<file path="config.mk">
export PLATFORM = sky130hd
export DESIGN_NAME = ump_top
export DESIGN_NICKNAME = d
export VERILOG_FILES = /design/src/ump_pkg.sv /design/src/ump_baud.sv /design/src/ump_top.sv
export SDC_FILE = /design/constraint.sdc
export NUM_CORES = 1
export LEC_CHECK = 0
export ABC_AREA = 1
export BUFFER_PORTS_ARGS = -buffer_cell sky130_fd_sc_hd__clkbuf_2
export CAP_MARGIN = 20
export CORE_ASPECT_RATIO = 1.2
export CORE_UTILIZATION = 57
export CTS_CLUSTER_SIZE = 16
export DETAILED_ROUTE_END_ITERATION = 8
export HOLD_SLACK_MARGIN = 0.12
export PLACE_DENSITY_LB_ADDON = 0.2
export SETUP_SLACK_MARGIN = 0.4
export SKIP_LAST_GASP = 1
export SYNTH_ARGS = -nofsm -noshare
export SYNTH_HDL_FRONTEND = slang
export SYNTH_SLANG_ARGS = --single-unit
</file>
<file path="constraint.sdc">
create_clock -name I_CORE_CLK -period 3.8 [get_ports I_CORE_CLK]
set_clock_uncertainty 0.05 [all_clocks]
set_input_delay 0.38 -clock I_CORE_CLK [delete_from_list [all_inputs] [get_ports I_CORE_CLK]]
set_output_delay 0.38 -clock I_CORE_CLK [all_outputs]
set_load 0.1 [all_outputs]
</file>
<file path="src/ump_pkg.sv">
// Constants and types shared by the multiprocessor-addressing serial port
package ump_pkg;

   // ------------------------------------------------------------
   // Register indices (byte address is four times the index)
   // ------------------------------------------------------------
   localparam logic [9:0] IDX_CONTROL = 10'H098;
   localparam logic [9:0] IDX_DATA_BUF = 10'H099;
   localparam logic [9:0] IDX_RELOAD = 10'H09A;
   localparam logic [9:0] IDX_IRQ_STATUS = 10'H09B;
   localparam logic [9:0] IDX_IRQ_MASK = 10'H09C;
   localparam int ADDR_W = 12;

   // ------------------------------------------------------------
   // Control register field positions
   // ------------------------------------------------------------
   localparam int CTL_MODE_HI = 7;
   localparam int CTL_MODE_LO = 6;
   localparam int CTL_ADDR_FILTER = 5;
   localparam int CTL_RX_ENABLE = 4;
   localparam int CTL_TX_NINTH = 3;
   localparam int CTL_RX_NINTH = 2;
   localparam int CTL_TX_DONE = 1;
   localparam int CTL_RX_DONE = 0;

   // Interrupt status and mask field positions
   localparam int IRQ_RX_BIT = 0;
   localparam int IRQ_TX_BIT = 1;
   localparam int IRQ_W = 2;

   // ------------------------------------------------------------
   // Reset values
   // ------------------------------------------------------------
   localparam logic [7:0] RST_CONTROL = 8'H00;
   localparam logic [7:0] RST_DATA_BUF = 8'H00;
   localparam logic [7:0] RST_RELOAD = 8'H00;
   localparam logic [1:0] RST_IRQ = 2'H0;

   // ------------------------------------------------------------
   // Frame and baud timing
   // ------------------------------------------------------------
   localparam logic [1:0] MODE_FIXED9 = 2'H2;
   localparam logic [1:0] MODE_VAR9 = 2'H3;
   localparam logic [3:0] OVERSAMPLE_LAST = 4'HF;
   localparam logic [3:0] OVERSAMPLE_MID = 4'H7;
   localparam int FIXED_BIT_DIVIDE = 64;
   localparam int OVERSAMPLE = 16;
   localparam logic [8:0] FIXED_TICK_PERIOD = 9'(FIXED_BIT_DIVIDE / OVERSAMPLE);
   localparam logic [8:0] RELOAD_SPAN = 9'H100;
   localparam logic [3:0] TX_STOP_INDEX = 4'HA;
   localparam logic [3:0] RX_LAST_INDEX = 4'H8;

   typedef enum logic [3:0] {
      RX_IDLE = 4'H1,
      RX_START = 4'H2,
      RX_DATA = 4'H4,
      RX_STOP = 4'H8
   } ump_rx_state_t;

endpackage

</file>
<file path="src/ump_baud.sv">
// Oversample tick generator for the nine-bit frame modes
`timescale 1ns/1ns
`default_nettype none
module ump_baud (
   input wire logic i_clk,
   input wire logic i_nrst,
   input wire logic i_fixed_rate,
   input wire logic [7:0] i_reload,
   output logic o_tick
);

   logic [8:0] period;
   logic [8:0] cnt_reg;
   logic [8:0] cnt_next;

   // ------------------------------------------------------------
   // Divider
   // ------------------------------------------------------------
   // One bit time is sixteen ticks, so a bit spans 16 x (256 - reload) clocks, or 64 clocks at the fixed rate
   always_comb begin
      if (i_fixed_rate) begin
         period = ump_pkg::FIXED_TICK_PERIOD;
      end else begin
         period = ump_pkg::RELOAD_SPAN - {1'b0, i_reload};
      end
      if (cnt_reg >= period - 9'H001) begin
         cnt_next = 9'H000;
      end else begin
         cnt_next = cnt_reg + 9'H001;
      end
   end

   always_ff @(posedge i_clk or negedge i_nrst) begin
      if (!i_nrst) begin
         cnt_reg <= 9'H000;
      end else begin
         cnt_reg <= cnt_next;
      end
   end

   // Reload changes take effect at once; a counter past the new period wraps immediately
   always_ff @(posedge i_clk or negedge i_nrst) begin
      if (!i_nrst) begin
         o_tick <= 1'b0;
      end else begin
         o_tick <= (cnt_next == 9'H000);
      end
   end

endmodule
`default_nettype wire

</file>
<file path="src/ump_top.sv">
// Nine-bit serial port with multiprocessor address filter and APB registers
`timescale 1ns/1ns
`default_nettype none
module ump_top (
   input wire logic I_CORE_CLK,
   input wire logic I_NRST,
   input wire logic I_PSEL,
   input wire logic I_PENABLE,
   input wire logic I_PWRITE,
   input wire logic [11:0] I_PADDR,
   input wire logic [31:0] I_PWDATA,
   output logic [31:0] O_PRDATA,
   output logic O_PREADY,
   output logic O_PSLVERR,
   input wire logic I_RXD,
   output logic O_TXD,
   output logic O_IRQ
);

   // ------------------------------------------------------------
   // Declarations
   // ------------------------------------------------------------
   logic [1:0] mode_reg;
   logic addr_filter_enable_reg;
   logic rx_enable_reg;
   logic tx_ninth_bit_reg;
   logic rx_ninth_bit_reg;
   logic tx_done_flag_reg;
   logic rx_done_flag_reg;
   logic [7:0] reload_reg;
   logic [7:0] rx_buf_reg;
   logic [1:0] irq_status_reg;
   logic [1:0] irq_mask_reg;
   logic setup_phase;
   logic access_done;
   logic wr_done;
   logic rd_done;
   logic [9:0] reg_index;
   logic addr_ok;
   logic [31:0] rd_value;
   logic [7:0] ctl_value;
   logic nine_bit_mode;
   logic tick;
   logic tx_busy_reg;
   logic tx_wait_reg;
   logic [10:0] tx_shift_reg;
   logic [3:0] tx_index_reg;
   logic [3:0] tx_sub_reg;
   logic tx_start;
   logic tx_stop_begin;
   logic rxd_meta_reg;
   logic rxd_sync_reg;
   logic rxd_prev_reg;
   ump_pkg::ump_rx_state_t rx_state_reg;
   logic [3:0] rx_sub_reg;
   logic [3:0] rx_index_reg;
   logic [8:0] rx_shift_reg;
   logic rx_mid;
   logic rx_accept;
   logic [1:0] irq_set;
   logic [1:0] irq_status_next;

   // ------------------------------------------------------------
   // APB decode
   // ------------------------------------------------------------
   assign setup_phase = I_PSEL && !I_PENABLE;
   assign access_done = I_PSEL && I_PENABLE && O_PREADY;
   assign wr_done = access_done && I_PWRITE && addr_ok;
   assign rd_done = access_done && !I_PWRITE && addr_ok;
   assign reg_index = I_PADDR[11:2];
   assign nine_bit_mode = mode_reg[1];

   assign addr_ok = (I_PADDR[1:0] == 2'H0) && (reg_index == ump_pkg::IDX_CONTROL
      || reg_index == ump_pkg::IDX_DATA_BUF || reg_index == ump_pkg::IDX_RELOAD
      || reg_index == ump_pkg::IDX_IRQ_STATUS || reg_index == ump_pkg::IDX_IRQ_MASK);
   always_comb begin
      ctl_value = {mode_reg, addr_filter_enable_reg, rx_enable_reg, tx_ninth_bit_reg,
         rx_ninth_bit_reg, tx_done_flag_reg, rx_done_flag_reg};
      rd_value = 32'H0000_0000;
      if (addr_ok) begin
         case (reg_index)
            ump_pkg::IDX_CONTROL: rd_value = {24'H00_0000, ctl_value};
            ump_pkg::IDX_DATA_BUF: rd_value = {24'H00_0000, rx_buf_reg};
            ump_pkg::IDX_RELOAD: rd_value = {24'H00_0000, reload_reg};
            ump_pkg::IDX_IRQ_STATUS: rd_value = {30'H0000_0000, irq_status_reg};
            ump_pkg::IDX_IRQ_MASK: rd_value = {30'H0000_0000, irq_mask_reg};
            default: rd_value = 32'H0000_0000;
         endcase
      end
   end

   // Answer is registered at setup, so every transfer takes exactly one access cycle
   always_ff @(posedge I_CORE_CLK or negedge I_NRST) begin
      if (!I_NRST) begin
         O_PREADY <= 1'b0;
         O_PSLVERR <= 1'b0;
         O_PRDATA <= 32'H0000_0000;
      end else begin
         O_PREADY <= setup_phase;
         O_PSLVERR <= setup_phase && !addr_ok;
         O_PRDATA <= setup_phase ? rd_value : 32'H0000_0000;
      end
   end

   // ------------------------------------------------------------
   // Control register
   // ------------------------------------------------------------
   always_ff @(posedge I_CORE_CLK or negedge I_NRST) begin
      if (!I_NRST) begin
         mode_reg <= ump_pkg::RST_CONTROL[ump_pkg::CTL_MODE_HI:ump_pkg::CTL_MODE_LO];
         addr_filter_enable_reg <= ump_pkg::RST_CONTROL[ump_pkg::CTL_ADDR_FILTER];
         rx_enable_reg <= ump_pkg::RST_CONTROL[ump_pkg::CTL_RX_ENABLE];
         tx_ninth_bit_reg <= ump_pkg::RST_CONTROL[ump_pkg::CTL_TX_NINTH];
      end else if (wr_done && reg_index == ump_pkg::IDX_CONTROL) begin
         mode_reg <= I_PWDATA[ump_pkg::CTL_MODE_HI:ump_pkg::CTL_MODE_LO];
         // Software clears this after its own address match and sets it after the message
         addr_filter_enable_reg <= I_PWDATA[ump_pkg::CTL_ADDR_FILTER];
         rx_enable_reg <= I_PWDATA[ump_pkg::CTL_RX_ENABLE];
         tx_ninth_bit_reg <= I_PWDATA[ump_pkg::CTL_TX_NINTH];
      end
   end
   // Hardware updates win over a software write in the same cycle
   always_ff @(posedge I_CORE_CLK or negedge I_NRST) begin
      if (!I_NRST) begin
         rx_done_flag_reg <= ump_pkg::RST_CONTROL[ump_pkg::CTL_RX_DONE];
         rx_ninth_bit_reg <= ump_pkg::RST_CONTROL[ump_pkg::CTL_RX_NINTH];
      end else if (rx_accept) begin
         rx_done_flag_reg <= 1'b1;
         rx_ninth_bit_reg <= rx_shift_reg[8];
      end else if (wr_done && reg_index == ump_pkg::IDX_CONTROL) begin
         rx_done_flag_reg <= I_PWDATA[ump_pkg::CTL_RX_DONE];
         rx_ninth_bit_reg <= I_PWDATA[ump_pkg::CTL_RX_NINTH];
      end
   end
   always_ff @(posedge I_CORE_CLK or negedge I_NRST) begin
      if (!I_NRST) begin
         tx_done_flag_reg <= ump_pkg::RST_CONTROL[ump_pkg::CTL_TX_DONE];
      end else if (tx_stop_begin) begin
         tx_done_flag_reg <= 1'b1;
      end else if (wr_done && reg_index == ump_pkg::IDX_CONTROL) begin
         tx_done_flag_reg <= I_PWDATA[ump_pkg::CTL_TX_DONE];
      end
   end
   always_ff @(posedge I_CORE_CLK or negedge I_NRST) begin
      if (!I_NRST) begin
         reload_reg <= ump_pkg::RST_RELOAD;
      end else if (wr_done && reg_index == ump_pkg::IDX_RELOAD) begin
         reload_reg <= I_PWDATA[7:0];
      end
   end

   // ------------------------------------------------------------
   // Baud ticks
   // ------------------------------------------------------------
   ump_baud u_baud (
      .i_clk(I_CORE_CLK),
      .i_nrst(I_NRST),
      .i_fixed_rate(mode_reg == ump_pkg::MODE_FIXED9),
      .i_reload(reload_reg),
      .o_tick(tick)
   );

   // ------------------------------------------------------------
   // Transmitter
   // ------------------------------------------------------------
   // A write while a frame is in flight is dropped rather than corrupting the frame
   assign tx_start = wr_done && reg_index == ump_pkg::IDX_DATA_BUF
      && nine_bit_mode && !tx_busy_reg;
   assign tx_stop_begin = tx_busy_reg && tick && tx_sub_reg == ump_pkg::OVERSAMPLE_LAST
      && tx_index_reg == ump_pkg::TX_STOP_INDEX - 4'H1;
   always_ff @(posedge I_CORE_CLK or negedge I_NRST) begin
      if (!I_NRST) begin
         tx_busy_reg <= 1'b0;
         tx_wait_reg <= 1'b0;
         tx_shift_reg <= 11'H7FF;
         tx_index_reg <= 4'H0;
         tx_sub_reg <= 4'H0;
      end else if (tx_start) begin
         tx_busy_reg <= 1'b1;
         tx_wait_reg <= 1'b1;
         // Stop, ninth bit, data LSB first, start; ninth bit marks address or data
         tx_shift_reg <= {1'b1, tx_ninth_bit_reg, I_PWDATA[7:0], 1'b0};
         tx_index_reg <= 4'H0;
         tx_sub_reg <= 4'H0;
      end else if (tx_busy_reg && tick && tx_wait_reg) begin
         tx_wait_reg <= 1'b0; // Start bit waits for a tick so it lasts a whole bit
      end else if (tx_busy_reg && tick) begin
         tx_sub_reg <= tx_sub_reg + 4'H1;
         if (tx_sub_reg == ump_pkg::OVERSAMPLE_LAST) begin
            tx_shift_reg <= {1'b1, tx_shift_reg[10:1]};
            if (tx_index_reg == ump_pkg::TX_STOP_INDEX) begin
               tx_busy_reg <= 1'b0;
               tx_index_reg <= 4'H0;
            end else begin
               tx_index_reg <= tx_index_reg + 4'H1;
            end
         end
      end
   end

   always_ff @(posedge I_CORE_CLK or negedge I_NRST) begin
      if (!I_NRST) begin
         O_TXD <= 1'b1;
      end else begin
         O_TXD <= (tx_busy_reg && !tx_wait_reg) ? tx_shift_reg[0] : 1'b1;
      end
   end

   // ------------------------------------------------------------
   // Receiver
   // ------------------------------------------------------------
   always_ff @(posedge I_CORE_CLK or negedge I_NRST) begin
      if (!I_NRST) begin
         rxd_meta_reg <= 1'b1;
         rxd_sync_reg <= 1'b1;
         rxd_prev_reg <= 1'b1;
      end else begin
         rxd_meta_reg <= I_RXD;
         rxd_sync_reg <= rxd_meta_reg;
         rxd_prev_reg <= rxd_sync_reg;
      end
   end
   assign rx_mid = tick && rx_sub_reg == ump_pkg::OVERSAMPLE_MID;
   // No address compare here: software reads the byte and decides
   // While rx_done_flag_reg is clear, address bytes pass; data bytes only with the filter off
   assign rx_accept = rx_state_reg == ump_pkg::RX_STOP && rx_mid && !rx_done_flag_reg
      && (!addr_filter_enable_reg || rx_shift_reg[8]);

   always_ff @(posedge I_CORE_CLK or negedge I_NRST) begin
      if (!I_NRST) begin
         rx_state_reg <= ump_pkg::RX_IDLE;
         rx_sub_reg <= 4'H0;
         rx_index_reg <= 4'H0;
         rx_shift_reg <= 9'H000;
      end else begin
         if (tick) begin
            rx_sub_reg <= rx_sub_reg + 4'H1;
         end
         case (rx_state_reg)
            ump_pkg::RX_IDLE: begin
               if (rx_enable_reg && nine_bit_mode && rxd_prev_reg && !rxd_sync_reg) begin
                  rx_state_reg <= ump_pkg::RX_START;
                  rx_sub_reg <= 4'H0;
               end
            end
            ump_pkg::RX_START: begin
               if (rx_mid) begin
                  // A glitch shorter than half a bit is treated as noise
                  rx_state_reg <= rxd_sync_reg ? ump_pkg::RX_IDLE : ump_pkg::RX_DATA;
                  rx_index_reg <= 4'H0;
               end
            end
            ump_pkg::RX_DATA: begin
               if (rx_mid) begin
                  rx_shift_reg <= {rxd_sync_reg, rx_shift_reg[8:1]};
                  if (rx_index_reg == ump_pkg::RX_LAST_INDEX) begin
                     rx_state_reg <= ump_pkg::RX_STOP;
                  end else begin
                     rx_index_reg <= rx_index_reg + 4'H1;
                  end
               end
            end
            ump_pkg::RX_STOP: begin
               // Stop level is ignored in the nine-bit modes
               if (rx_mid) begin
                  rx_state_reg <= ump_pkg::RX_IDLE;
               end
            end
            default: begin
               rx_state_reg <= ump_pkg::RX_IDLE;
            end
         endcase
      end
   end

   // Receive buffer is separate from the transmit holding path
   always_ff @(posedge I_CORE_CLK or negedge I_NRST) begin
      if (!I_NRST) begin
         rx_buf_reg <= ump_pkg::RST_DATA_BUF;
      end else if (rx_accept) begin
         rx_buf_reg <= rx_shift_reg[7:0];
      end
   end

   // ------------------------------------------------------------
   // Interrupts
   // ------------------------------------------------------------
   always_comb begin
      irq_set = 2'H0;
      irq_set[ump_pkg::IRQ_RX_BIT] = rx_accept;
      irq_set[ump_pkg::IRQ_TX_BIT] = tx_stop_begin;
      irq_status_next = irq_status_reg;
      // Only bits returned by the read are cleared; a new event wins the same cycle
      if (rd_done && reg_index == ump_pkg::IDX_IRQ_STATUS) begin
         irq_status_next = irq_status_reg & ~O_PRDATA[ump_pkg::IRQ_W-1:0];
      end
      irq_status_next = irq_status_next | irq_set;
   end

   always_ff @(posedge I_CORE_CLK or negedge I_NRST) begin
      if (!I_NRST) begin
         irq_status_reg <= ump_pkg::RST_IRQ;
      end else begin
         irq_status_reg <= irq_status_next;
      end
   end
   always_ff @(posedge I_CORE_CLK or negedge I_NRST) begin
      if (!I_NRST) begin
         irq_mask_reg <= ump_pkg::RST_IRQ;
      end else if (wr_done && reg_index == ump_pkg::IDX_IRQ_MASK) begin
         irq_mask_reg <= I_PWDATA[ump_pkg::IRQ_W-1:0];
      end
   end
   always_ff @(posedge I_CORE_CLK or negedge I_NRST) begin
      if (!I_NRST) begin
         O_IRQ <= 1'b0;
      end else begin
         O_IRQ <= |(irq_status_reg & irq_mask_reg);
      end
   end

endmodule
`default_nettype wire

</file>
Word-level counts from Yosys, hierarchy flattened. Index checks and enable logic that the tools add are counted.

Flip-flop bits (word level): 119. Input port bits: 50. Output and inout port bits: 36. Word-level logic and storage cells: 167.

$add $sub $neg: 7. Magnitude comparators: 1. Equal/unequal tests: 22. Muxes and demuxes: 46. Bitwise operators: 4. Reduce and logical (&&, ||, !) cells: 57.

Operators by type and width (number): $mux W4 (19); $mux W32 (2); $eq A10 B8 Y1 const B (5); $mux W11 (4); $pmux W8 S5 (1); $logic_and A1 B1 Y1 (28); $eq A4 B4 Y1 const B (5); $mux W9 (2); $add A4 B1 Y4 const B (4); $pmux W4 S4 (1); $mux W1 (14); $ne A2 B2 Y1 const B (7); $reduce_bool A2 Y1 (7); $add A9 B1 Y9 const B (1); $ge A9 B9 Y1 (1); $logic_not A9 Y1 (1); $sub A9 B1 Y9 const B (1); $sub A9 B8 Y9 const A (1); $eq A4 B3 Y1 const B (2); $logic_not A1 Y1 (8); $pmux W4 S2 (1); $reduce_and A4 Y1 (2); $logic_or A1 B1 Y1 (5); $reduce_and A5 Y1 (1); 12 further kinds (14).

Longest topological paths before layout. Gate-level depths: netlist of run 1.

Depth after elaboration: 12. Mapped depth: 22.

Modules after synthesis. Synthesis of run 1 repeated with hierarchy kept, for this count alone.

Cells, all modules: 708. Area total of the unflattened synthesis: 5491.5 µm².

Modules (own cells, without submodules): ump_top (instances 1, cells an instance 518, area an instance 4275.4 µm²); ump_baud (instances 1, cells an instance 190, area an instance 1216.2 µm²).

Worst setup path after synthesis of run 1. OpenSTA, ideal clock, no wires.

Path kind: reg2reg. Start: reg reload_reg[0]. End: reg u_baud.cnt_reg[2]. Library setup time: 0.087 ns. Data arrival time: 2.750 ns. Required time: 3.663 ns. Path slack: 0.913 ns. Cell stages (with the launch flop): 19. Path buffers: 0. Clock period less this slack: 2.887 ns. Path through: dfrtp_1 > inv_1 > ha_1 > nand2_1 > ha_1 > inv_1 > nor2_1 > nand3_1 > nor2_1 > nand4_1 > nand2_1 > inv_1 > ha_1 > a21o_1 > nor2_1 > nand3_1 > nor2_1 > clkinv_1 > nor3_1.

Longest elaborated chain between the ends: 5.

RTL lines: start, declared (RTL line ump_top.sv:30) `logic [7:0] reload_reg;`; start signal, assigned (RTL line ump_top.sv:146) `reload_reg <= ump_pkg::RST_RELOAD;`; start signal, assigned (RTL line ump_top.sv:148) `reload_reg <= I_PWDATA[7:0];`; $sub A9 B8 Y9 (RTL line ump_baud.sv:24) `period = ump_pkg::RELOAD_SPAN - {1'b0, i_reload};`; $mux W9 (RTL line ump_baud.sv:21) `if (i_fixed_rate) begin`; $sub A9 B1 Y9 (RTL line ump_baud.sv:26) `if (cnt_reg >= period - 9'H001) begin`; $ge A9 B9 Y1 (RTL line ump_baud.sv:26); $mux W9 (RTL line ump_baud.sv:26); via u_baud.cnt_next[2] (RTL line ump_baud.sv:14) `logic [8:0] cnt_next;`; end signal, assigned (RTL line ump_baud.sv:37) `cnt_reg <= cnt_next;`; end, declared (RTL line ump_baud.sv:13) `logic [8:0] cnt_reg;`.

The timed path passes the listed nets, and every way through them passes these cells. A chain may end at the register's enable or synchronous reset.

Final worst setup path of run 1.
Start: reg reload_reg[0]. End: reg u_baud.o_tick.

Longest elaborated chain between the ends: 6.

RTL lines: $sub A9 B8 Y9 (RTL line ump_baud.sv:24); $mux W9 (RTL line ump_baud.sv:21); $sub A9 B1 Y9 (RTL line ump_baud.sv:26); $ge A9 B9 Y1 (RTL line ump_baud.sv:26); $mux W9 (RTL line ump_baud.sv:26); $logic_not A9 Y1 (RTL line ump_baud.sv:46) `o_tick <= (cnt_next == 9'H000);`; end signal, assigned (RTL line ump_baud.sv:46); end, declared (RTL line ump_baud.sv:9) `output logic o_tick`.

No other way between the ends.

==> results.tsv, run 1 <==
stage	metric	value	unit
logic_synthesis	post-synthesis mux area share	0	
clock_network	later-pin clock latency in the skew report	0.37	ns
timing	worst relative slew slack	0.3992	
die	die area	9638	um2
min_path	Worst Hold Class	primary input to flop	
route	Pre-antenna DRT Iters	5	
final_layout	final net count	775	
logic_synthesis	adder-cell share of the synthesized area	0.03798	
setup_path	Setup CP Type	flop to flop	
logic_synthesis	Compound-Gate Fraction of Synth Area	0.09732	
final_layout	Area growth syn-to-layout	8.165	%
logic_synthesis	Post-Syn Area	5271	um2
global_route	first-pass GRT wire length	18030	um
route	via/cell ratio	5.221	
logic_synthesis	yosys synthesis warning count	0	
final_layout	ratio of cells with drive above 1 in the final layout	0.1415	
timing	Tcrit/Tclk final	0.8280	
logic_synthesis	Synth Area in XOR/XNOR	0.01828	
logic_synthesis	post-synthesis instance total	669	
flow_run	Max Cap Violations	0	
power	Power per Cell Area	326.9	nW/um2
route	final WL	10910	um
timing	Hold Slack	0.1491	ns
die	Starting Density	0.5835	
route	total number of vias	4354	
die	core area	9034	um2
logic_synthesis	Synth cell types	40	
placed_design	port buffer count	37	
logic_synthesis	register area share after synthesis	0.4498	
final_layout	number of flip-flops under the largest register name	10	
die	die height	107.3	um
route	antenna-violating nets left	0	
logic_synthesis	largest family of logic cells by synthesized area	simple AND/OR/NAND/NOR gates	
clock_network	Clock transition at path regs	0.09	ns
logic_synthesis	Post-synth ARST share	1.000	
route	DR WL/cell	13.08	um
global_route	vias in the first global route	4047	
global_route	largest net degree at the start of global routing	72	
global_route	initial antenna violation count	0	
logic_synthesis	syn avg cell area	7.879	um2
outcome	status	finished, final reports clean	
placed_design	detailed placer's ending HPWL	8203	um
timing	Slew @ Worst Pin	0.9012	ns
global_route	Total Routing Usage GR	0.2384	
setup_path	Setup crit end kind	flop	
setup_path	crit path launch type	flop	
logic_synthesis	#FFs+latches synth	94	
final_layout	commonest non-fill, non-tap cell in the layout	nand2_1	
route	DR iter-0 viols	223	
die	row cnt	38	
timing	final hold vios	0	
power	Peak VDD IR	0.2087	mV
logic_synthesis	Synth Flop Type	dfrtp_1	
placed_design	Final GP Congestion	0.8963	
final_layout	most frequent cells in the layout	nand2_1 (136), inv_1 (108), dfrtp_1 (79)	
clock_network	CTS tree	done	
die	Die Width	89.79	um
timing	Setup-failing EPs final	0	
clock_network	H-tree levels	3	
clock_network	CTS Sinks	94	
global_route	GRT overflow	0	
die	I/O pin total	86	
clock_network	clock buffer depth	2	
final_layout	# diodes	0	
clock_network	CTS root buf	clkbuf_8	
timing	Final min period	3.146	ns
final_layout	# fillers	786	
clock_network	Post-CTS Setup Bufs	0	
clock_network	total CTS buffers	9	
timing	Max Freq	0.3178	GHz
setup_path	CP arrival	3.38	ns
power	leakage	0.003003	uW
timing	RSZ-0062 raised after global routing	no	
logic_synthesis	Post-Synth Simple-Gate Area	0.2708	
logic_synthesis	Post-synth EDFFs	0	
timing	fin. max-slew vios	0	
setup_path	worst-path maximum fanout	6	
route	DRC Markers	0	
timing	setup tns final	0	ns
setup_path	Worst EP required	4.03	ns
-- cell type report --
class / count / area [um2] / share of cell area
inverter: 110 / 412.9 / 0.07242
clock inverter: 4 / 45.04 / 0.007900
timing repair buffer: 42 / 230.2 / 0.04038
sequential: 94 / 2371 / 0.4158
multi-input combinational: 452 / 2337 / 0.4099
clock buffer: 12 / 155.1 / 0.02721
tap: 120 / 150.1 / 0.02633
-- metal layers --
metal | GRT usage | routed length, um | part of all wire | vias to the layer above
li1 | - | - | - | 2182
met1 | 0.3014 | 4841 | 0.44 | 2036
met3 | 0.03884 | 412 | 0.038 | 30
met5 | 0 | 0 | 0 | -
met4 | 0.1218 | 351 | 0.032 | 0
met2 | 0.3973 | 5301 | 0.49 | 106
-- critical path, cell delays in order (launching register included) --
cell     delay, ns
dfrtp_1       0.43
inv_1         0.17
ha_1          0.20
nand2_1       0.09
nand2_1       0.07
nand2_1       0.09
nor3_1        0.26
nand2_1       0.11
nor2_1        0.16
nand2_1       0.08
xnor2_1       0.15
ha_1          0.32
nand4_1       0.11
nor3b_1       0.35
nor2_4        0.10
o21ai_0       0.11
nand2_1       0.07
nor2_1        0.16
-- path summary, 6_finish.rpt --
path	end	slack, ns	cells after the start	from
worst max-delay path	u_baud.o_tick$_DFF_PN0_	0.65	17	reload_reg[0]$_DFFE_PN0P_
worst min-delay path	O_PSLVERR$_DFF_PN0_	0.15	2	I_PENABLE
worst max register to register	u_baud.o_tick$_DFF_PN0_	0.65	17	reload_reg[0]$_DFFE_PN0P_
worst min register to register	rxd_sync_reg$_DFF_PN1_	0.31	0	rxd_meta_reg$_DFF_PN1_
max in group asynchronous	tx_done_flag_reg$_DFFE_PN0P_	2.21	3	I_NRST
min in group asynchronous	u_baud.cnt_reg[6]$_DFF_PN0_	0.62	2	I_NRST
-- kinds of logic (layout without fill, tap and decap cells) --
family                   after synthesis  in the layout
AND/OR/NAND/NOR                      313            313
AO/OA/AOI/OAI                         88             88
other                                  1             24
XOR/XNOR                              11             11
buffers and inverters                146            168
flip-flops                            94             94
adder cells (fa/ha/maj)               16             16
-- metrics by stage --
stage / utilization / worst slack, ns / instance area (um2) / std cells / power, uW
2_1_floorplan: - / 0.9130 / 5358 / 692 / 1182
4_1_cts: 0.6292 / 0.4341 / 5684 / 833 / 1884
5_1_grt: 0.6312 / 0.4143 / 5702 / 834 / 1934
3_5_place_dp: 0.6048 / 0.4506 / 5464 / 815 / 1208
3_3_place_gp: 0.6048 / 0.4962 / 5464 / 815 / 1207
6_report: 0.6312 / 0.6538 / 5702 / 834 / 1864
-- cell usage after synthesis, drive strengths merged, types with 2 or more instances --
master  count  area, um2
xor2        8      70.07
nor2       70      309.0
nand2     142      548.0
clkbuf      7      26.28
buf        29      220.2
or2         3      18.77
a211oi      2      15.01
o211ai      3      22.52
dfstp      15      394.1
nor3b       3      22.52
nand3      65      335.3
inv       109      409.1
xnor2       3      26.28
o21ai      57      326.6
nor3        8      40.04
dfrtp      79       1977
nand4      20      140.1
o22ai       8      50.05
ha         16      200.2
a21oi      15      75.07
-- power breakdown --
group	total [uW]	switching, uW	internal, uW
Sequential	1010	2.00	1010
Clock	674	337	337
Combinational	182	162	20.7
Total	1860	500	1360
-- what timing repair did --
| item | CTS | global route |
|---|---|---|
| endpoints found under the hold margin | 52 | 0 |
| setup endpoints to repair | 0 | 10 |
| gates resized for setup | 0 | 4 |
| hold buffers | 2 | 0 |
No activity file was read; power rests on OpenSTA's default activity.
==> run 2, diff against run 1 <==
Settings changed: ABC_AREA 1 to 0, CORE_UTILIZATION 57 to 51.
Clock period 3.8 ns to 2.8 ns, I/O delays scaled along.
==> run 2 against run 1 <==
  * The run now ends with negative setup slack left
  * Register-to-register slack lost 0.99 ns
  * Sequential share of layout area shrank 2.2 points
  * Flip-flop and latch count is the same
  * Via count shrank 13%
  * Final area grew 5.7%
  * Critical path depth shrank 6
==> results.tsv, run 2 <==
stage	metric	value	unit	change
outcome	status	finished with violations		
outcome	violated checks	negative setup slack		
route	via/cell ratio	5.567		+6.6%
logic_synthesis	count leader, synth	dfrtp_1		
setup_path	Critical Path Max Stage Delay	0.42	ns	about the same
timing	Tcrit/Tclk final	1.120		+0.2918
route	total number of vias	3791		-13%
global_route	Total Routing Usage GR	0.2268		-0.01165
global_route	first-pass GRT wire length	18400	um	+2.1%
logic_synthesis	syn avg cell area	10.46	um2	+33%
global_route	GRT overflow	0		unchanged
clock_network	total CTS buffers	9		unchanged
setup_path	r2r startpoint	reload_reg[1]$_DFFE_PN0P_		
timing	Setup-failing EPs final	10		+10
placed_design	port buffer count	37		unchanged
timing	fin. max-slew vios	0		unchanged
global_route	initial antenna violation count	0		unchanged
setup_path	crit path launch type	flop		
timing	final hold vios	0		unchanged
final_layout	Core Util, Final	0.6334		+0.002236
setup_path	crit path cell chain	inv_2, ha_4, or3b_4, or3_4, or4_1, mux2_4, ha_4, a2111oi_4, o21a_2, o31ai_4, o2bb2ai_2		
die	die height	110.6	um	+3.0%
die	Die Width	92.50	um	+3.0%
logic_synthesis	register area share after synthesis	0.4730		+0.02324
setup_path	delay-heaviest family, CP	simple AND/OR/NAND/NOR gates		
die	Starting Density	0.5268		-0.05676
setup_path	Setup CP Type	flop to flop		
clock_network	H-tree levels	3		unchanged
final_layout	number of flip-flops under the largest register name	10		unchanged
timing	Slew @ Worst Pin	0.5985	ns	-0.3027 ns
logic_synthesis	Post-Syn Area	5012	um2	-4.9%
clock_network	later-pin clock latency in the skew report	0.34	ns	-0.03 ns
setup_path	FF-to-FF setup slack	-0.34	ns	-0.99 ns
placed_design	detailed placer's ending HPWL	7815	um	-4.7%
final_layout	area of the multi-input gates	2619	um2	+12%
clock_network	CTS Sinks	94		unchanged
route	DR WL/cell	15.62	um	+19%
logic_synthesis	cell type with the largest total area after synthesis	dfrtp_1		
timing	Final WS setup	-0.3352	ns	-0.9890 ns
logic_synthesis	Post-synth ARST share	1.000		unchanged
final_layout	design area	6027	um2	+5.7%
final_layout	commonest non-fill, non-tap cell in the layout	dfrtp_1		
final_layout	Layout Cells excl Fill	681		-18%
global_route	GR Util met2	0.3733		-0.02392
final_layout	ratio of cells with drive above 1 in the final layout	0.3047		+0.1632
power	leakage	0.002793	uW	-7.0%
clock_network	CTS tree	done		
placed_design	Final GP Congestion	0.8255		-7.9%
setup_path	worst-path maximum fanout	5		-1
timing	RSZ-0062 raised after global routing	yes		
setup_path	Worst EP required	2.97	ns	-1.06 ns
timing	Max Freq	0.3190	GHz	+0.35%
logic_synthesis	Post-synth EDFFs	0		unchanged
final_layout	most frequent cells in the layout	dfrtp_1 (78), nor2_1 (42), buf_4 (39)		
clock_network	clock buffer depth	2		unchanged
die	row cnt	39		+2.6%
setup_path	worst setup path start	reload_reg[1]$_DFFE_PN0P_		
timing	Final min period	3.135	ns	-0.01100 ns
logic_synthesis	post-synthesis instance total	479		-28%
flow_run	Max Cap Violations	0		unchanged
route	final WL	10640	um	-2.5%
route	antenna-violating nets left	0		unchanged
logic_synthesis	yosys synthesis warning count	0		unchanged
logic_synthesis	#FFs+latches synth	94		unchanged
logic_synthesis	most instantiated cells after synthesis	dfrtp_1 (79), nor2_1 (42), nand2_1 (31)		
route	Pre-antenna DRT Iters	4		-1
global_route	vias in the first global route	3843		-5.0%
final_layout	Area growth syn-to-layout	20.24	%	
logic_synthesis	Synth Flop Type	dfrtp_1		
die	I/O pin total	86		unchanged
power	Peak VDD IR	0.2879	mV	+38%
setup_path	Setup crit end kind	flop		
final_layout	# diodes	0		unchanged
final_layout	Register Area	2372	um2	about the same
setup_path	slowest CP cell	or4_1		
min_path	Worst Hold Class	primary input to flop		
route	DR iter-0 viols	221		-0.90%
placed_design	Placed Area	5507	um2	+0.78%
die	core area	9515	um2	+5.3%
setup_path	CP arrival	3.30	ns	-0.08 ns
global_route	met3 Resource Use GR	0.04063		+0.001792
global_route	largest net degree at the start of global routing	49		-32%
power	Power per Cell Area	484.8	nW/um2	+48%
logic_synthesis	Synth cell types	62		+55%
die	die area	10230	um2	+6.1%
clock_network	Clock transition at path regs	0.07	ns	-0.02 ns
global_route	Most Crowded Layer GR	met2		
final_layout	final net count	619		-20%
setup_path	Buf+Inv Stages, Crit Path	1		unchanged
route	DRC Markers	0		unchanged
placed_design	placed cells	654		-20%
logic_synthesis	top cell type's share of synthesized area	0.3944		+0.01938
setup_path	Worst path most repeated cell	ha_4		
final_layout	# fillers	782		-0.51%
min_path	hold wc startpoint	I_PSEL		
timing	worst relative slew slack	0.5980		+0.1987
clock_network	CTS root buf	clkbuf_16		
logic_synthesis	leading cell types by total area after synthesis	dfrtp_1 (39%), dfstp_2 (7.9%), mux2_2 (6.7%)		
global_route	GR Util met1	0.3083		+0.006865
-- run 2: cell count changes after synthesis, moves of 9 or more --
cell     change
nor2_1      -21
nand3_1     -44
inv_1       -98
mux2_2      +30
mux2i_1     +12
a21oi_1      +9
o21ai_0     -30
nand2_1    -105
nand4_1     -14
-- run 2: worst register-to-register path: stages (launching register included) --
cell       delay (ns)
dfrtp_1          0.41
inv_2            0.09
ha_4             0.13
or3b_4           0.39
or3_4            0.37
or4_1            0.42
mux2_4           0.30
ha_4             0.17
a2111oi_4        0.17
o21a_2           0.25
o31ai_4          0.12
o2bb2ai_2        0.15
-- run 2: final cells by class --
type                            count  area share
Clock buffer                        9     0.03737
Clock inverter                      7     0.01744
Inverter                           10    0.006228
Multi-Input combinational cell    359      0.4345
Sequential cell                    94      0.3936
Tap cell                          123     0.02553
Timing Repair Buffer               79     0.08532
-- run 2: final timing paths --
kind,cells past startpoint,end
worst max-delay path,11,u_baud.o_tick$_DFF_PN0_
worst min-delay path,2,O_PREADY$_DFF_PN0_
worst max register to register,11,u_baud.o_tick$_DFF_PN0_
worst min register to register,0,rxd_sync_reg$_DFF_PN1_
max in group asynchronous,3,tx_shift_reg[6]$_DFFE_PN1P_
min in group asynchronous,2,u_baud.cnt_reg[2]$_DFF_PN0_
-- run 2: cells by family (layout without fill, tap and decap cells) --
group | Yosys count | after routing | share of synthesized area
AOI/OAI and AO/OA | 91 | 92 | 0.1283
muxes | 43 | 43 | 0.09586
and+or+nand+nor | 162 | 162 | 0.1675
buffers and inverters | 50 | 105 | 0.05616
other | 1 | 24 | 0.0007482
xor gates and xnor gates | 22 | 22 | 0.03844
DFF | 94 | 94 | 0.4730
adders and majority gates | 16 | 16 | 0.03994
-- run 2: layer usage --
metal	wire [um]	share of wire
met3	443	0.042
met4	108	0.010
met2	5363	0.50
met5	0	0
met1	4720	0.44
-- run 2: timing repair --
action | CTS | global route
hold endpoints to repair | 42 | 0
resized for setup | 15 | 8
pin swaps | 12 | 0
gates cloned | 1 | 0
setup buffers | 6 | 1
hold buffers | 3 | 0
setup endpoints to repair | 10 | 10
-- run 2: report_power, final --
| group | switching, uW | total [uW] | leakage [uW] | internal (uW) |
|---|---|---|---|---|
| Clock | 522 | 1320 | 0.000158 | 794 |
| Combinational | 208 | 239 | 0.00147 | 30.9 |
| Sequential | 2.48 | 1370 | 0.00117 | 1360 |
-- run 2: through the flow --
stage | worst slack [ns] | total power, uW | hold WS [ns] | setup TNS [ns]
floorplan | -0.2110 | 1588 | -0.06559 | -1.818
global placement | -0.2604 | 1627 | 0.2743 | -2.361
detailed placement | -0.3554 | 1628 | 0.2782 | -3.310
CTS | -0.3118 | 2954 | 0.1824 | -2.796
global route | -0.4473 | 3029 | 0.2051 | -4.173
finish | -0.3352 | 2922 | 0.1879 | -2.990
==> run 3, diff against run 2 <==
Settings changed: CORE_ASPECT_RATIO 1.2 to unset, CORE_UTILIZATION 51 to 56, RECOVER_POWER set to 25.
Clock period 2.8 ns to 3.15 ns, I/O delays scaled along.
==> run 3 against run 2 <==
  * The flow still finishes with violations (negative setup slack)
  * Register-to-register slack better by 0.30 ns
  * Die area down 8.8%
  * Power down 25%
  * First-iteration DRC count down 38%
==> results.tsv, run 3 (synthesis results as in run 2) <==
stage	metric	value	unit	change
outcome	violated checks	negative setup slack		
power	P_sw	597.1	uW	-19%
route	DRC Markers	0		unchanged
timing	Tcrit/Tclk final	1.011		-0.1092
route	total number of vias	3735		-1.5%
final_layout	commonest non-fill, non-tap cell in the layout	dfrtp_1		
power	Peak VDD IR	0.3135	mV	+8.9%
route	final WL	10410	um	-2.1%
final_layout	# diodes	0		unchanged
min_path	Worst Hold Class	primary input to flop		
clock_network	CTS root buf	clkbuf_8		
placed_design	port buffer count	37		unchanged
die	die height	96.61	um	-13%
timing	worst relative slew slack	0.1397		-0.4583
die	core area	8678	um2	-8.8%
setup_path	slowest CP cell	or4_4		
placed_design	Placement Setup Slack	-0.01214	ns	+0.3433 ns
placed_design	Final GP Congestion	0.8441		+2.3%
setup_path	FF-to-FF setup slack	-0.03	ns	+0.30 ns
power	Logic pwr share	0.095		+0.013
die	Starting Density	0.5776		+0.05081
final_layout	design area	5710	um2	-5.3%
setup_path	Setup CP Type	flop to flop		
setup_path	crit path cell chain	buf_6, or4_4, a2111oi_4, nor2b_4, or3_4, nand3_2, ha_4, a2111oi_4, o21a_2, o31ai_4, a21oi_1		
route	DR iter-0 viols	137		-38%
final_layout	Core Util, Final	0.6580		+0.02462
power	clock share of power	0.353		-0.098
setup_path	Worst EP required	3.38	ns	+0.41 ns
global_route	Total Routing Usage GR	0.2373		+0.01050
power	Switching Fraction	0.2715		+0.02072
flow_run	Max Cap Violations	0		unchanged
timing	Max Freq	0.3141	GHz	-1.5%
clock_network	later-pin clock latency in the skew report	0.35	ns	about the same
setup_path	R2R depth	11		unchanged
route	DR WL/cell	16.06	um	+2.8%
final_layout	final net count	601		-2.9%
power	sequential share of power	0.552		+0.084
placed_design	detailed placer's ending HPWL	7295	um	-6.6%
die	Die Width	96.61	um	+4.4%
power	leakage	0.002641	uW	-5.5%
final_layout	number of flip-flops under the largest register name	10		unchanged
setup_path	Setup crit end kind	flop		
setup_path	delay-heaviest family, CP	compound AO/OA/AOI/OAI gates		
route	Pre-antenna DRT Iters	4		unchanged
min_path	hold depth	2		unchanged
clock_network	CTS Sinks	94		unchanged
die	die area	9333	um2	-8.8%
final_layout	Area growth syn-to-layout	13.93	%	
clock_network	CTS tree	done		
setup_path	CP arrival	3.41	ns	+0.11 ns
setup_path	Buf+Inv Stages, Crit Path	1		unchanged
clock_network	clock buffer depth	2		unchanged
setup_path	Critical Path Max Stage Delay	0.57	ns	+0.15 ns
timing	Setup-failing EPs final	6		-4
clock_network	total CTS buffers	9		unchanged
timing	RSZ-0062 raised after global routing	yes		
clock_network	Clock transition at path regs	0.09	ns	+0.02 ns
min_path	hold wc startpoint	I_PSEL		
setup_path	crit path launch type	flop		
global_route	GRT overflow	0		unchanged
power	cell internal pwr	1602	uW	-27%
timing	Final WS setup	-0.03324	ns	+0.3020 ns
placed_design	Placed Area	5321	um2	-3.4%
die	I/O pin total	86		unchanged
power	Total Power	2200	uW	-25%
setup_path	Worst path most repeated cell	a2111oi_4		
route	via/cell ratio	5.764		+3.5%
route	antenna-violating nets left	0		unchanged
global_route	initial antenna violation count	0		unchanged
setup_path	reg2reg end	u_baud.cnt_reg[4]$_DFF_PN0_		
clock_network	H-tree levels	3		unchanged
setup_path	r2r startpoint	reload_reg[0]$_DFFE_PN0P_		
final_layout	# fillers	669		-14%
setup_path	worst-path maximum fanout	5		unchanged
global_route	first-pass GRT wire length	18040	um	-2.0%
timing	final hold vios	0		unchanged
final_layout	ratio of cells with drive above 1 in the final layout	0.2704		-0.03429
timing	Slew @ Worst Pin	1.290	ns	+0.6920 ns
final_layout	most frequent cells in the layout	dfrtp_1 (79), nor2_1 (42), clkbuf_2 (36)		
global_route	largest net degree at the start of global routing	54		+10%
timing	fin. max-slew vios	0		unchanged
power	Power per Cell Area	385.2	nW/um2	-21%
outcome	status	finished with violations		
timing	Final min period	3.183	ns	+0.04799 ns
min_path	Min-Delay Endpoint	O_PREADY$_DFF_PN0_		
die	row cnt	34		-13%
global_route	vias in the first global route	3721		-3.2%
-- run 3: changes by cell type in the layout (fill, tap and decap cells not counted), sizes merged --
| cell | change |
|---|---|
| bufinv | -1 |
| buf | -20 |
| clkbuf | +2 |
| inv | -2 |
| clkinv | +3 |
| clkinvlp | -1 |
| nand2b | +1 |
-- run 3: worst reg2reg max path: cells and delay by family, from the launching register on --
kind                       cells  cell delay [ns]
AOI/OAI and AO/OA              5             1.31
DFF                            1             0.41
and+or+nand+nor                4             1.01
adders and majority gates      1             0.19
buffers and inverters          1             0.13
-- run 3: how the worst max path moves through the flow --
| stage | startpoint | end | slack (ns) | cells past startpoint |
|---|---|---|---|---|
| after floorplan | reload_reg[0]$_DFFE_PN0P_ | u_baud.o_tick$_DFF_PN0_ | 0.14 | 11 |
| after global placement | reload_reg[1]$_DFFE_PN0P_ | u_baud.o_tick$_DFF_PN0_ | 0.05 | 11 |
| after detailed placement | reload_reg[1]$_DFFE_PN0P_ | u_baud.o_tick$_DFF_PN0_ | -0.01 | 12 |
| after CTS | reload_reg[1]$_DFFE_PN0P_ | u_baud.o_tick$_DFF_PN0_ | 0.009 | 11 |
| after global routing | reload_reg[0]$_DFFE_PN0P_ | u_baud.cnt_reg[1]$_DFF_PN0_ | -0.21 | 11 |
| final | reload_reg[0]$_DFFE_PN0P_ | u_baud.cnt_reg[4]$_DFF_PN0_ | -0.03 | 11 |
-- run 3: what timing repair did --
item / CTS / global route
resized for setup: 12 / 11
endpoints found under the hold margin: 42 / 0
buffers inserted: 8 / 2
gates cloned: 1 / 1
pin swaps: 15 / 6
setup endpoints to repair: 10 / 10
hold buffers: 3 / 0
-- run 3: area by class of cell --
cell class	count	area, um2	share of cell area
clock buffer	10	127.6	0.02235
clock inverter	6	62.56	0.01096
inverter	10	37.54	0.006573
multi-input combinational	360	2605	0.4562
sequential	94	2371	0.4152
tap	108	135.1	0.02366
timing repair buffer	60	371.6	0.06507
-- run 3: layer usage --
layer  global-route usage  wire length [um]
met5                    0                 0
met4              0.08496               148
met3              0.03179               417
met2               0.3749              5073
met1               0.3374              4769
-- run 3: stage by stage --
step                setup TNS, ns  std cells  hold slack (ns)
floorplan                       0        502         -0.03059
global placement                0        617           0.2961
detailed placement       -0.01996        617           0.2982
CTS                             0        645           0.1890
global route               -1.866        648           0.2038
finish                    -0.1145        648           0.2095
-- run 3: power groups by stage --
stage          sequential [uW]  clock [uW]  combinational, uW
2_1_floorplan             1250           0                165
3_3_place_gp              1240           0                207
4_1_cts                   1210         800                211
3_5_place_dp              1240           0                208
5_1_grt                   1210         844                221
6_report                  1210         777                209
